### src/rtl/uhpsrc_pkg.sv
package uhpsrc_pkg;
  // ---------------------------------------------------------------
  // Register offsets
  // ---------------------------------------------------------------
  localparam logic [7:0] UHPSRC_OFS_CFG_BYTE3 = 8'h08;
  localparam logic [7:0] UHPSRC_OFS_SWAP_MASK = 8'hFA;
  localparam logic [7:0] UHPSRC_OFS_MAP_PAIR1 = 8'hFB;

  // ---------------------------------------------------------------
  // Field positions and reset values
  // ---------------------------------------------------------------
  localparam int UHPSRC_REMAP_EN_BIT = 3;
  localparam int UHPSRC_UPSTREAM_BIT = 0;
  localparam int UHPSRC_PHYS1_LSB = 0;
  localparam int UHPSRC_PHYS2_LSB = 4;
  localparam int UHPSRC_NIB_RSVD_BIT = 3;
  localparam logic [7:0] UHPSRC_SWAP_RESET = 8'h00;
  localparam logic [7:0] UHPSRC_MAP_RESET = 8'h00;
  localparam logic UHPSRC_REMAP_EN_RESET = 1'b0;

  // ---------------------------------------------------------------
  // Port numbering
  // ---------------------------------------------------------------
  localparam int UHPSRC_NUM_PINS = 8;
  localparam logic [2:0] UHPSRC_LOG_DISABLED = 3'h0;
  localparam logic [2:0] UHPSRC_PHYS1_ID = 3'h1;
  localparam logic [2:0] UHPSRC_PHYS2_ID = 3'h2;
  localparam logic [2:0] UHPSRC_DS_PORTS = 3'h7;
endpackage : uhpsrc_pkg

### src/rtl/uhpsrc_top.sv
`timescale 1ns/1ps
`default_nettype none
module uhpsrc_top
  import uhpsrc_pkg::*;
#(
  parameter int NPINS = UHPSRC_NUM_PINS
) (
  // Clock and reset
  input wire logic CLOCK_IN,
  input wire logic ARST_N_IN,
  // Configuration loader port
  input wire logic [7:0] CFG_ADDR_IN,
  input wire logic [7:0] CFG_WDATA_IN,
  input wire logic CFG_WR_IN,
  input wire logic CFG_RD_IN,
  input wire logic CFG_DONE_IN,
  output logic [7:0] CFG_RDATA_OUT,
  output logic CFG_RVALID_OUT,
  output logic CFG_LOCKED_OUT,
  // Core side, index 0 upstream, 1..7 downstream
  input wire logic [NPINS-1:0] CORE_POS_TX_IN,
  input wire logic [NPINS-1:0] CORE_POS_OE_IN,
  input wire logic [NPINS-1:0] CORE_NEG_TX_IN,
  input wire logic [NPINS-1:0] CORE_NEG_OE_IN,
  output logic [NPINS-1:0] CORE_POS_RX_OUT,
  output logic [NPINS-1:0] CORE_NEG_RX_OUT,
  // Data pins
  input wire logic [NPINS-1:0] POSITIVE_NAMED_PIN_IN,
  output logic [NPINS-1:0] POSITIVE_NAMED_PIN_OUT,
  output logic [NPINS-1:0] POSITIVE_NAMED_PIN_OE_OUT,
  input wire logic [NPINS-1:0] NEGATIVE_NAMED_PIN_IN,
  output logic [NPINS-1:0] NEGATIVE_NAMED_PIN_OUT,
  output logic [NPINS-1:0] NEGATIVE_NAMED_PIN_OE_OUT,
  // Port numbering
  output logic [2:0] PHYS1_LOGICAL_OUT,
  output logic [2:0] PHYS2_LOGICAL_OUT,
  output logic [2:0] DS_PORT_COUNT_OUT
);

  // ---------------------------------------------------------------
  // Remap nibble decode
  // ---------------------------------------------------------------
  function automatic logic [2:0] map_decode(input logic [3:0] nib);
    if (nib[UHPSRC_NIB_RSVD_BIT]) begin
      map_decode = UHPSRC_LOG_DISABLED;
    end else begin
      map_decode = nib[2:0];
    end
  endfunction : map_decode

  logic [7:0] data_pin_swap_mask_reg;
  logic [7:0] port_map_first_pair_reg;
  logic remap_mode_enable_reg;
  logic locked_reg;
  logic [NPINS-1:0] pos_sync1_reg;
  logic [NPINS-1:0] pos_sync2_reg;
  logic [NPINS-1:0] neg_sync1_reg;
  logic [NPINS-1:0] neg_sync2_reg;
  logic [2:0] phys1_next;
  logic [2:0] phys2_next;
  logic [2:0] count_next;
  logic [7:0] rdata_next;

  // ---------------------------------------------------------------
  // Configuration registers
  // ---------------------------------------------------------------
  // Sticky until reset; a write in the done cycle still lands
  always_ff @(posedge CLOCK_IN or negedge ARST_N_IN) begin
    if (!ARST_N_IN) begin
      locked_reg <= 1'b0;
    end else if (CFG_DONE_IN) begin
      locked_reg <= 1'b1;
    end
  end

  always_ff @(posedge CLOCK_IN or negedge ARST_N_IN) begin
    if (!ARST_N_IN) begin
      data_pin_swap_mask_reg <= UHPSRC_SWAP_RESET;
      port_map_first_pair_reg <= UHPSRC_MAP_RESET;
      remap_mode_enable_reg <= UHPSRC_REMAP_EN_RESET;
    end else if (CFG_WR_IN && !locked_reg) begin
      if (CFG_ADDR_IN == UHPSRC_OFS_SWAP_MASK) begin
        data_pin_swap_mask_reg <= CFG_WDATA_IN;
      end
      if (CFG_ADDR_IN == UHPSRC_OFS_MAP_PAIR1) begin
        port_map_first_pair_reg <= CFG_WDATA_IN;
      end
      if (CFG_ADDR_IN == UHPSRC_OFS_CFG_BYTE3) begin
        remap_mode_enable_reg <= CFG_WDATA_IN[UHPSRC_REMAP_EN_BIT];
      end
    end
  end

  // ---------------------------------------------------------------
  // Read-back path
  // ---------------------------------------------------------------
  always_comb begin
    rdata_next = 8'h00;
    if (CFG_ADDR_IN == UHPSRC_OFS_SWAP_MASK) begin
      rdata_next = data_pin_swap_mask_reg;
    end else if (CFG_ADDR_IN == UHPSRC_OFS_MAP_PAIR1) begin
      rdata_next = port_map_first_pair_reg;
    end else if (CFG_ADDR_IN == UHPSRC_OFS_CFG_BYTE3) begin
      rdata_next[UHPSRC_REMAP_EN_BIT] = remap_mode_enable_reg;
    end
  end

  // Read data is zero outside its valid cycle
  always_ff @(posedge CLOCK_IN or negedge ARST_N_IN) begin
    if (!ARST_N_IN) begin
      CFG_RDATA_OUT <= 8'h00;
      CFG_RVALID_OUT <= 1'b0;
      CFG_LOCKED_OUT <= 1'b0;
    end else begin
      CFG_RDATA_OUT <= CFG_RD_IN ? rdata_next : 8'h00;
      CFG_RVALID_OUT <= CFG_RD_IN;
      CFG_LOCKED_OUT <= locked_reg;
    end
  end

  // ---------------------------------------------------------------
  // Pin input synchronisers
  // ---------------------------------------------------------------
  // Only the second stage feeds the swap logic
  always_ff @(posedge CLOCK_IN or negedge ARST_N_IN) begin
    if (!ARST_N_IN) begin
      pos_sync1_reg <= '0;
      pos_sync2_reg <= '0;
      neg_sync1_reg <= '0;
      neg_sync2_reg <= '0;
    end else begin
      pos_sync1_reg <= POSITIVE_NAMED_PIN_IN;
      pos_sync2_reg <= pos_sync1_reg;
      neg_sync1_reg <= NEGATIVE_NAMED_PIN_IN;
      neg_sync2_reg <= neg_sync1_reg;
    end
  end

  // ---------------------------------------------------------------
  // Per-port pin role swap (index 0 upstream, others downstream)
  // ---------------------------------------------------------------
  genvar g;
  generate
    for (g = 0; g < NPINS; g++) begin : g_swap
      // Drive enables travel with their data roles
      always_ff @(posedge CLOCK_IN or negedge ARST_N_IN) begin
        if (!ARST_N_IN) begin
          POSITIVE_NAMED_PIN_OUT[g] <= 1'b0;
          POSITIVE_NAMED_PIN_OE_OUT[g] <= 1'b0;
          NEGATIVE_NAMED_PIN_OUT[g] <= 1'b0;
          NEGATIVE_NAMED_PIN_OE_OUT[g] <= 1'b0;
          CORE_POS_RX_OUT[g] <= 1'b0;
          CORE_NEG_RX_OUT[g] <= 1'b0;
        end else if (data_pin_swap_mask_reg[g]) begin
          POSITIVE_NAMED_PIN_OUT[g] <= CORE_NEG_TX_IN[g];
          POSITIVE_NAMED_PIN_OE_OUT[g] <= CORE_NEG_OE_IN[g];
          NEGATIVE_NAMED_PIN_OUT[g] <= CORE_POS_TX_IN[g];
          NEGATIVE_NAMED_PIN_OE_OUT[g] <= CORE_POS_OE_IN[g];
          CORE_POS_RX_OUT[g] <= neg_sync2_reg[g];
          CORE_NEG_RX_OUT[g] <= pos_sync2_reg[g];
        end else begin
          POSITIVE_NAMED_PIN_OUT[g] <= CORE_POS_TX_IN[g];
          POSITIVE_NAMED_PIN_OE_OUT[g] <= CORE_POS_OE_IN[g];
          NEGATIVE_NAMED_PIN_OUT[g] <= CORE_NEG_TX_IN[g];
          NEGATIVE_NAMED_PIN_OE_OUT[g] <= CORE_NEG_OE_IN[g];
          CORE_POS_RX_OUT[g] <= pos_sync2_reg[g];
          CORE_NEG_RX_OUT[g] <= neg_sync2_reg[g];
        end
      end
    end
  endgenerate

  // ---------------------------------------------------------------
  // Physical-to-logical numbering and reported port count
  // ---------------------------------------------------------------
  always_comb begin
    if (remap_mode_enable_reg) begin
      phys1_next = map_decode(port_map_first_pair_reg[UHPSRC_PHYS1_LSB +: 4]);
      phys2_next = map_decode(port_map_first_pair_reg[UHPSRC_PHYS2_LSB +: 4]);
    end else begin
      phys1_next = UHPSRC_PHYS1_ID;
      phys2_next = UHPSRC_PHYS2_ID;
    end
    // Seven downstream ports, less one for each physical port whose logical number is 0
    count_next = UHPSRC_DS_PORTS;
    if (phys1_next == UHPSRC_LOG_DISABLED) begin
      count_next = count_next - 3'h1;
    end
    if (phys2_next == UHPSRC_LOG_DISABLED) begin
      count_next = count_next - 3'h1;
    end
  end

  always_ff @(posedge CLOCK_IN or negedge ARST_N_IN) begin
    if (!ARST_N_IN) begin
      PHYS1_LOGICAL_OUT <= UHPSRC_PHYS1_ID;
      PHYS2_LOGICAL_OUT <= UHPSRC_PHYS2_ID;
      DS_PORT_COUNT_OUT <= UHPSRC_DS_PORTS;
    end else begin
      PHYS1_LOGICAL_OUT <= phys1_next;
      PHYS2_LOGICAL_OUT <= phys2_next;
      DS_PORT_COUNT_OUT <= count_next;
    end
  end

endmodule : uhpsrc_top
`default_nettype wire

### config.mk
export PLATFORM = sky130hd
export DESIGN_NAME = uhpsrc_top
export DESIGN_NICKNAME = d
export VERILOG_FILES = /design/src/rtl/uhpsrc_pkg.sv /design/src/rtl/uhpsrc_top.sv
export SDC_FILE = /design/constraint.sdc
export NUM_CORES = 1
export LEC_CHECK = 0
export BUFFER_PORTS_ARGS = -buffer_cell sky130_fd_sc_hd__buf_2
export CORE_MARGIN = 3
export CORE_UTILIZATION = 45
export CTS_CLUSTER_SIZE = 12
export DETAILED_ROUTE_END_ITERATION = 12
export GPL_TIMING_DRIVEN = 0
export PLACE_DENSITY = 0.73
export SYNTH_ARGS = -nofsm -noshare
export SYNTH_HDL_FRONTEND = slang
export SYNTH_SLANG_ARGS = --single-unit
export TNS_END_PERCENT = 5
### constraint.sdc
create_clock -name CLOCK_IN -period 1.8 [get_ports CLOCK_IN]
set_clock_uncertainty 0.05 [all_clocks]
set_input_delay 0.36 -clock CLOCK_IN [delete_from_list [all_inputs] [get_ports CLOCK_IN]]
set_output_delay 0.36 -clock CLOCK_IN [all_outputs]
set_load 0.05 [all_outputs]
# After elaboration in Yosys (flattened, before gate mapping)
# Index checks and enable logic that the tools add are counted.
# W data, S select, Z words.
word_totals:
  out_inout_bits: 67
  elab_cells: 133
  reg_bits: 117
op_classes:
  reduce_logical: 7
  eq_ne: 3
  addsub: 1
  muxes: 60
op_table:
  columns: ["operator", "count"]
  rows:
  - ["$mux W1", 51]
  - ["$mux W3", 6]
  - ["$eq A8 B8 Y1 const B", 2]
  - ["$mux W8", 2]
  - ["$eq A8 B4 Y1 const B", 1]
  - ["$logic_not A3 Y1", 2]
  - ["$reduce_and A2 Y1", 3]
  - ["$mux W4", 1]
  - ["$sub A3 B1 Y3 const B", 1]
  - ["$logic_and A1 B1 Y1", 1]
  - ["$logic_not A1 Y1", 1]

# Depth between registers and ports, before layout
# Gate-level depths: netlist of run 1.
logic_depth:
  word_depth: 6
  mapped_depth: 5

# Worst setup path after synthesis of run 1
# No wires, ideal clock.
synth_path:
  kind: "input to register"
  start: "input CFG_ADDR_IN[0]"
  end: "register data_pin_swap_mask_reg[0]"
  path_stages: 4
  slack_ns: 0.431
  setup_time_ns: 0.125
  arrival_ns: 1.194
  path_buffers: 1
  path_cell_list: "buf_6 nor3b_4 nand4_4 mux2_2"
synth_via:
  elab_chain_len: 2
synth_lines:
  columns: ["item", "line", "source"]
  rows:
  - ["start: declaration", "uhpsrc_top.sv:12", "input wire logic [7:0] CFG_ADDR_IN,"]
  - ["$eq A8 B8 Y1", "uhpsrc_top.sv:82", "if (CFG_ADDR_IN == UHPSRC_OFS_SWAP_MASK) begin"]
  - ["$reduce_and A2 Y1 (no source line)", null, null]
  - ["end signal: assignment", "uhpsrc_top.sv:78", "data_pin_swap_mask_reg <= UHPSRC_SWAP_RESET;"]
  - ["end signal: assignment", "uhpsrc_top.sv:83", "data_pin_swap_mask_reg <= CFG_WDATA_IN;"]
  - ["end: declaration", "uhpsrc_top.sv:51", "logic [7:0] data_pin_swap_mask_reg;"]
# No other way between the ends.
# A chain may end at the register's enable or synchronous reset.

# Final worst setup path of run 1
layout_path:
  start: "register PHYS2_LOGICAL_OUT[1]"
  end: "output PHYS2_LOGICAL_OUT[1]"
layout_rtl:
  columns: ["item", "line", "source"]
  rows:
  - ["start: declaration", "uhpsrc_top.sv:36", "output logic [2:0] PHYS2_LOGICAL_OUT,"]
  - ["start signal: assignment", "uhpsrc_top.sv:201", "PHYS2_LOGICAL_OUT <= phys2_next;"]
# No word-level cell between the ends.

==> results.txt, run 1 <==
The share of the core filled with cells is 67.6%. In this run the worst hold path is classified as primary input to flop. The initial core utilization is 47.6%. The arrival time of the worst setup path is around 1300 ps.

The placeable core region came out at 0.00846 mm². The total of warnings raised by yosys came out at 0. The flop and latch count out of synthesis is approximately 120. The CTS tree is built. The worst setup path is of the flop to output pin kind.

The number of setup buffers added after CTS came out at 0. The routed design has 7780 µm of wire. The summed instance area of the synthesized netlist came out at between 0.004 and 0.005 mm². The share of cells above drive strength 1 came out at 57.3%.

The post-placement cell count is approximately 480. The depth of the CTS H-tree came out at 4. At the pin with the least slew margin, the transition time is 553 ps. The buffering stage count on the worst path with inverters included came out at 1.

The delay of the slowest cell on the worst path is 530 ps. Tracing the worst setup path back leads to its startpoint at PHYS2_LOGICAL_OUT[1]$_DFF_PN1_. The cell-internal power is approximately 5.5 mW. The number of failing setup endpoints in the final timing report came out at 0.

The first-pass GRT wire length came out at 12,800 µm. In the layout the commonest cells are 134 x sky130_fd_sc_hd__buf_2, 112 x sky130_fd_sc_hd__dfrtp_1, 65 x sky130_fd_sc_hd__mux2_2. The smallest hold slack is 52.7 ps. The mean instance size in the synthesized netlist is 16.9 µm². The clock-pin slew reported for the worst setup and hold paths after clock tree synthesis came out at 60 ps. The height of the die came out at approximately 100 µm. The power share of the sequential group came out at 38.9%.

The total power density per cell area came out at 1230 mW/mm². The sink count of the clock tree came out at 116. The number of nets at the end of the flow came out at 481.

The count of antenna-violating nets left after detailed routing came out at 0. Among all stages on the critical path, the largest delay is contributed by sky130_fd_sc_hd__dfstp_2. The hold path depth came out at 2. Pin placement for this block handled 136 I/O pins. The length of routed met2 wiring came out at between 4000 and 5000 µm.

The max-slew violation total from the final report is 0. The die area is 0.0101 mm². The cell depth of the worst setup path came out at 1. The library cell used as clock root buffer is sky130_fd_sc_hd__clkbuf_8. The number of diodes added for antenna fixing is 0. Setup repair after global routing left no endpoint under its margin.

The total nets after synthesis is 308. The flow ran to the end, and the final reports show no timing, DRC or antenna violations. In this run the worst path has a maximum fanout of 1. The number of distinct standard cells referenced by the synthesized netlist came out at 27. In this run the most critical hold path is launched from CORE_POS_OE_IN[1]. Using the TritonRoute via totals, the vias-per-cell ratio works out to 4.82. The total via count in the routed design came out at 2,552.

The overall die width came out at 101 µm. The layout overhead on the synthesized area came out at 42.0%. The highest layer touched by signal routing is met5.

The source of the worst register-to-register timing path is locked_reg$_DFFE_PN0P_. The kind of cell with the highest combined delay along the critical path is flip-flops. The largest vdd supply drop is between 0.7 and 0.8 mV. After global routing the overflow that remains totals 0.

The data required time at the worst endpoint is 1390 ps. The number of clock buffers inserted by TritonCTS is 17. The clock reaches the later pin of the worst-skew pair after 500 ps. The share of the clock period used by the worst path after layout is 93.9%. The analysis attributes to cell leakage a power of 2.79 nW.

The worst setup path is launched from a flop. The number of antenna violations at the first check in global routing came out at 1. The tool flagged a number of max-cap violations equal to 0. The combinational power share came out at ~7.6%. The number of cells on the worst reg-to-reg path is 3. The minimum clock period is 1690 ps.

In the routed design, unresolved DRC markers number 0. The site row count came out at 33. The post-layout instance count excluding filler cells came out at 529. The signal on the critical path passes through buf_2. The number of instances in the synthesized netlist came out at about 240.

After detailed routing, the average wire length per cell comes to around 15 µm. The number of hold-slack violations in the final timing report is 0. The completed layout was analyzed and its total power is 7.01 mW. The clock tree buffer depth came out at 2. The total routing resource utilization after global routing is 16.9%.

The achievable clock frequency is roughly 590 MHz. The via count of the first global-routing pass was 2,790. The routability congestion estimate from global placement came out at 0.679. The clock network accounts for 53.5% of the total power.

The worst setup path is captured at an output pin. The maximum number of pins on one net before global-route repair is 75. The total placed instance area came out at between 0.004 and 0.005 mm². Summing the sequential cell areas from Yosys gives 72.2% of the chip area. The iteration-0 DRC count of the detailed router came out at 24.

The met3 wire length is 661 µm. The total iterations of the first detailed-routing run is 4. The most frequent standard cell in the layout excluding fill and tap cells is sky130_fd_sc_hd__buf_2.

The remaining max-slew budget at the tightest pin came out at about 63%. The wire length the detailed router placed on met1 came out at 2950 µm. The switching part of the total power is 21.7%.

The wire-length estimate of the detail-placed layout is 5370 µm. The switching power total is between 1.5 and 2 mW. The quantity of I/O buffers inserted on ports came out at 134.

The final standard cell area without fillers came out at 0.00572 mm².
[routing by layer]
metal  vias to the layer above  global-route usage (%)
met2                       101                    28.4
met3                        10                    7.89
met1                      1266                    18.8
met5                         -                       0
li1                       1173                       -
met4                         2                    5.91
[cell families after synthesis]
logic type | after synthesis | share of synthesized area (%)
adders and majority gates | 1 | 0.311
buffers and inverters | 16 | 1.80
DFF | 116 | 72.2
other | 1 | 0.0931
muxes | 72 | 19.9
AOI/OAI and AO/OA | 3 | 0.466
and+or+nand+nor | 29 | 5.25
[path summary, 6_finish.rpt]
| check | to | slack, ps |
|---|---|---|
| min in group asynchronous | pos_sync1_reg[0]$_DFF_PN0_ | 340 |
| worst min-delay path | POSITIVE_NAMED_PIN_OE_OUT[1]$_DFF_PN0_ | 50 |
| worst max register to register | data_pin_swap_mask_reg[5]$_DFFE_PN0P_ | 380 |
| max in group asynchronous | DS_PORT_COUNT_OUT[1]$_DFF_PN1_ | 590 |
| worst min register to register | pos_sync2_reg[4]$_DFF_PN0_ | 290 |
| worst max-delay path | PHYS2_LOGICAL_OUT[1] | 110 |
[cell type report]
cell class / instances / area, µm²
Sequential cell: 116 / 2910
Fill cell: 599 / 2740
Multi-Input combinational cell: 106 / 1050
Timing Repair Buffer: 154 / 891
Clock buffer: 20 / 445
Clock inverter: 12 / 225
Tap cell: 105 / 131
Buffer: 11 / 53.8
Inverter: 5 / 18.8
[per-stage QoR]
step / TNS [ps] / setup slack (ps)
finish: 0 / 109
global placement: -103830 / -924
global route: 0 / 63.5
CTS: 0 / 81.1
detailed placement: 0 / 136
floorplan: 0 / 431
[Yosys cell counts]
library cell               instances  area, µm²
sky130_fd_sc_hd__or2_2             1       6.26
sky130_fd_sc_hd__dfstp_2           4        105
sky130_fd_sc_hd__nand3_1           1       5.00
sky130_fd_sc_hd__and4_1            1       8.76
sky130_fd_sc_hd__mux2i_1           7       70.1
sky130_fd_sc_hd__o21ai_0           2       10.0
sky130_fd_sc_hd__buf_2             1       5.00
sky130_fd_sc_hd__nor2_1            8       30.0
sky130_fd_sc_hd__conb_1            1       3.75
sky130_fd_sc_hd__buf_6             1       11.3
sky130_fd_sc_hd__dfrtp_1         112       2800
sky130_fd_sc_hd__nand2_1           1       3.75
sky130_fd_sc_hd__nand4_1           3       18.8
sky130_fd_sc_hd__buf_4             1       7.51
sky130_fd_sc_hd__a221oi_1          1       8.76
sky130_fd_sc_hd__nor3_1            3       15.0
sky130_fd_sc_hd__inv_1             5       18.8
sky130_fd_sc_hd__and3b_1           2       17.5
sky130_fd_sc_hd__nand4_4           2       42.5
sky130_fd_sc_hd__clkbuf_1          8       30.0
sky130_fd_sc_hd__mux2_2           65        732
sky130_fd_sc_hd__nor3b_4           1       18.8
sky130_fd_sc_hd__or4b_1            1       10.0
sky130_fd_sc_hd__and3_1            2       12.5
sky130_fd_sc_hd__ha_1              1       12.5
sky130_fd_sc_hd__nor2b_1           2       12.5
sky130_fd_sc_hd__and3b_2           1       10.0
[power by group through the flow]
stage	Sequential [mW]	Combinational [mW]	Clock [mW]
floorplan	2.98	0.0777	0
global placement	2.77	0.485	0
detailed placement	2.77	0.505	0
CTS	2.73	0.538	3.82
global route	2.74	0.569	3.97
finish	2.73	0.530	3.75
[timing repair]
| item | CTS | global route |
|---|---|---|
| hold endpoints to repair | 60 | 0 |
| resized for setup | 0 | 0 |
| hold buffers | 19 | 0 |
Note: power is estimated with default switching activity, not from simulation.
==> run 2: changes to the inputs <==
- CORE_UTILIZATION: 45 -> 30
- PLACE_DENSITY: 0.73 -> not set
- clock period: 1.8 -> 2.09 ns (I/O delays scaled with it)
==> run 2 against run 1 <==
Against the previous run:
- sequential power is 14% lower
- count of clock-buffer cells in the layout is 2 higher
- routed wire length is 4.7% higher
- global-route usage is 5.0 points lower
- final cell count is 9.3% higher
- first-iteration DRC count grew to 3.3 times the previous value
- hold slack better by 12 ps
- register-to-register slack better by 290 ps
- non-clock buffer count is 18 lower
==> results.txt, run 2 (synthesis results as in run 1) <==
Broken down by cell family, the worst path's largest delay share belongs to flip-flops. The maximum number of pins on one net before global-route repair came out at 73 (-2.7%). The total via count in the routed design was 2,449 (-4.0%). The via count of the first global-routing pass came out at 2,672 (-4.2%).

The iteration-0 DRC count of the detailed router came out at 78 (+230%). The routed wire length per instance is 14.1 µm (-4.1%). The largest vdd supply drop is 0.490 mV (-31%). In the layout the commonest cells are 134 x sky130_fd_sc_hd__buf_2, 112 x sky130_fd_sc_hd__dfrtp_1, 65 x sky130_fd_sc_hd__mux2_2.

The minimum clock period came out at around 1700 ps. The max-slew violation total from the final report came out at 0 (unchanged). TritonCTS built the clock tree. The signal on the critical path passes through buf_2. The site row count came out at 41 (+24%). The remaining max-slew budget at the tightest pin is 61.3% (-1.9 points). The total wire length after detailed routing came out at 8150 µm (+4.7%). The power share of the sequential group was 40.5% (+1.6 points). The number of antenna violations at the first check in global routing is 0 (-1). The share of cells above drive strength 1 came out at 59.6% (+2.3 points). The number of diodes added for antenna fixing is 0 (unchanged). The height of the die is 122 µm (+21%). The hold path depth came out at 1 (-1). The quantity of I/O buffers inserted on ports is 134 (unchanged). The data required time at the worst endpoint is 1620 ps (+230 ps).

The clock tree buffer depth is 2 (unchanged). The number of failing setup endpoints in the final timing report is 0 (unchanged). The leakage power of the design came out at 2.70 nW (-3.4%). The total iterations of the first detailed-routing run is 4 (unchanged). The tree is rooted in a sky130_fd_sc_hd__clkbuf_16. The depth of the CTS H-tree came out at 4 (unchanged). The switching power total came out at 1.28 mW (-16%). The cell-internal power is 4.54 mW (-17%). The number of clock buffers inserted by TritonCTS is 17 (unchanged). The number of setup buffers added after CTS was 0 (unchanged). The arrival time of the worst setup path is 1180 ps (-100 ps). The count of antenna-violating nets left after detailed routing is 0 (unchanged). The worst setup path is of the flop to output pin kind. The cell depth of the worst setup path is 1 (unchanged). The total power density per cell area is 1040 mW/mm² (-15%). The transition at the pin with the smallest max-transition slack is 581 ps (+28.2 ps). The placeable core region is 0.0129 mm² (+52%). The power after layout came out at 5.81 mW (-17%). The type of the most critical hold path is primary input to flop. The post-cts repair resize count came out at 0 (unchanged). The number of violations of the max-capacitance limit came out at 0 (unchanged). The first-pass GRT wire length is 13,100 µm (+2.1%). The sort of element at the end of the critical path is an output pin.

From synthesis to final layout, the design area changed by 38.5%. The pre-CTS setup slack is 321 ps (+185 ps). The number of cells on the worst reg-to-reg path came out at 3 (unchanged). The sink count of the clock tree came out at 116 (unchanged). The number of placed I/O pins came out at 136 (unchanged). The buffering stage count on the worst path with inverters included is 1 (unchanged). The post-placement cell count was 545 (+14%). The total overflow reported by the global router was 0 (unchanged). The most frequent standard cell in the layout excluding fill and tap cells is sky130_fd_sc_hd__buf_2.

The residual DRC count is 0 (unchanged). The type of element launching the critical path is a flop. The delay of the slowest cell on the worst path is 530 ps (about the same). The number of nets at the end of the flow is 463 (-3.7%). The HPWL after detailed placement is 5740 µm (+6.8%). The share of the clock period used by the worst path after layout came out at between 70% and 80%. The clock-pin slew reported for the worst setup and hold paths after clock tree synthesis is 50 ps (about the same). The final sum of negative setup slack came out at 0 ps (unchanged). Setup repair after global routing left no endpoint under its margin. The clock share of power was 52.2% (-1.3 points). The flow ran to the end, and the final reports show no timing, DRC or antenna violations.

The achievable clock frequency came out at ~610 MHz. The cell with the largest stage delay on the worst path is sky130_fd_sc_hd__dfstp_2. The switching part of the total power was 21.9% (+0.21 points). The latest clock arrival within the worst-skew pair was 400 ps (-100 ps). The total routing resource utilization after global routing is 11.9% (-5.0 points). The overall die width is 122 µm (+21%). The die area came to 0.0149 mm² (+47%). The top fanout value on the critical path is 1 (unchanged).

The post-layout worst setup margin is 438 ps (+329 ps). The number of hold-slack violations in the final timing report is 0 (unchanged). The vias per cell came out at 4.24 (-12%).

The post-layout instance count excluding filler cells is 578 (+9.3%). The smallest hold slack is 64.6 ps (+11.9 ps). The combinational power share came out at 7.4% (-0.2 points).

The initial core utilization was 31.3% (-16 points). The routability congestion estimate from global placement came out at 0.705 (+3.9%).
[run 2: cell types whose count changed in the layout (fill, tap and decap cells not counted), sizes merged]
| cell | previous run | this run |
|---|---|---|
| bufinv | 6 | 4 |
| clkinvlp | 0 | 1 |
| dlygate4sd3 | 19 | 1 |
| clkbuf | 28 | 30 |
| inv | 6 | 5 |
[run 2: timing repair]
| item | CTS | global route |
|---|---|---|
| hold buffers | 1 | 0 |
| setup endpoints to repair | 0 | 0 |
| endpoints found under the hold margin | 44 | 0 |
[run 2: layer usage]
metal / track usage [%] / wire length (µm) / share of wire, %
met5: 0 / 0 / 0
met4: 4.83 / 102 / 1.3
met3: 6.08 / 733 / 9.0
met2: 19.5 / 4130 / 51
met1: 13.2 / 3180 / 39
[run 2: area by class of cell]
class                           count  area, µm²
Fill cell                        1216       7290
Sequential cell                   116       2910
Multi-Input combinational cell    106       1050
Timing Repair Buffer              136        711
Clock buffer                       22        474
Tap cell                          172        215
Clock inverter                     10        153
Buffer                             11       53.8
Inverter                            5       18.8
[run 2: power by group through the flow]
stage / clock network (mW) / registers [mW] / logic, mW
floorplan: 0 / 2.57 / 0.0669
global placement: 0 / 2.39 / 0.420
detailed placement: 0 / 2.39 / 0.436
CTS: 3.12 / 2.35 / 0.439
global route: 3.23 / 2.36 / 0.464
finish: 3.03 / 2.35 / 0.430
[run 2: worst reg2reg max path: stages, from the launching register on]
cell	delay, ps
sky130_fd_sc_hd__dfrtp_1	390
sky130_fd_sc_hd__nor2b_1	250
sky130_fd_sc_hd__nand4_4	260
sky130_fd_sc_hd__mux2_2	340
[run 2: per-stage QoR]
| step | util (%) | area (µm²) |
|---|---|---|
| 3_3_place_gp | 38.2 | 4910 |
| 5_1_grt | 43.3 | 5580 |
| 3_5_place_dp | 38.4 | 4940 |
| 2_1_floorplan | - | 4030 |
| 4_1_cts | 43.3 | 5580 |
| 6_report | 43.3 | 5580 |
[run 2: worst paths after layout]
check / startpoint / endpoint / slack (ps)
max: PHYS2_LOGICAL_OUT[1]$_DFF_PN1_ / PHYS2_LOGICAL_OUT[1] / 440
min: POSITIVE_NAMED_PIN_IN[4] / pos_sync1_reg[4]$_DFF_PN0_ / 60
max reg2reg: locked_reg$_DFFE_PN0P_ / data_pin_swap_mask_reg[0]$_DFFE_PN0P_ / 670
min reg2reg: neg_sync1_reg[2]$_DFF_PN0_ / neg_sync2_reg[2]$_DFF_PN0_ / 290
max in group asynchronous: ARST_N_IN / PHYS2_LOGICAL_OUT[1]$_DFF_PN1_ / 710
min in group asynchronous: ARST_N_IN / pos_sync1_reg[5]$_DFF_PN0_ / 510
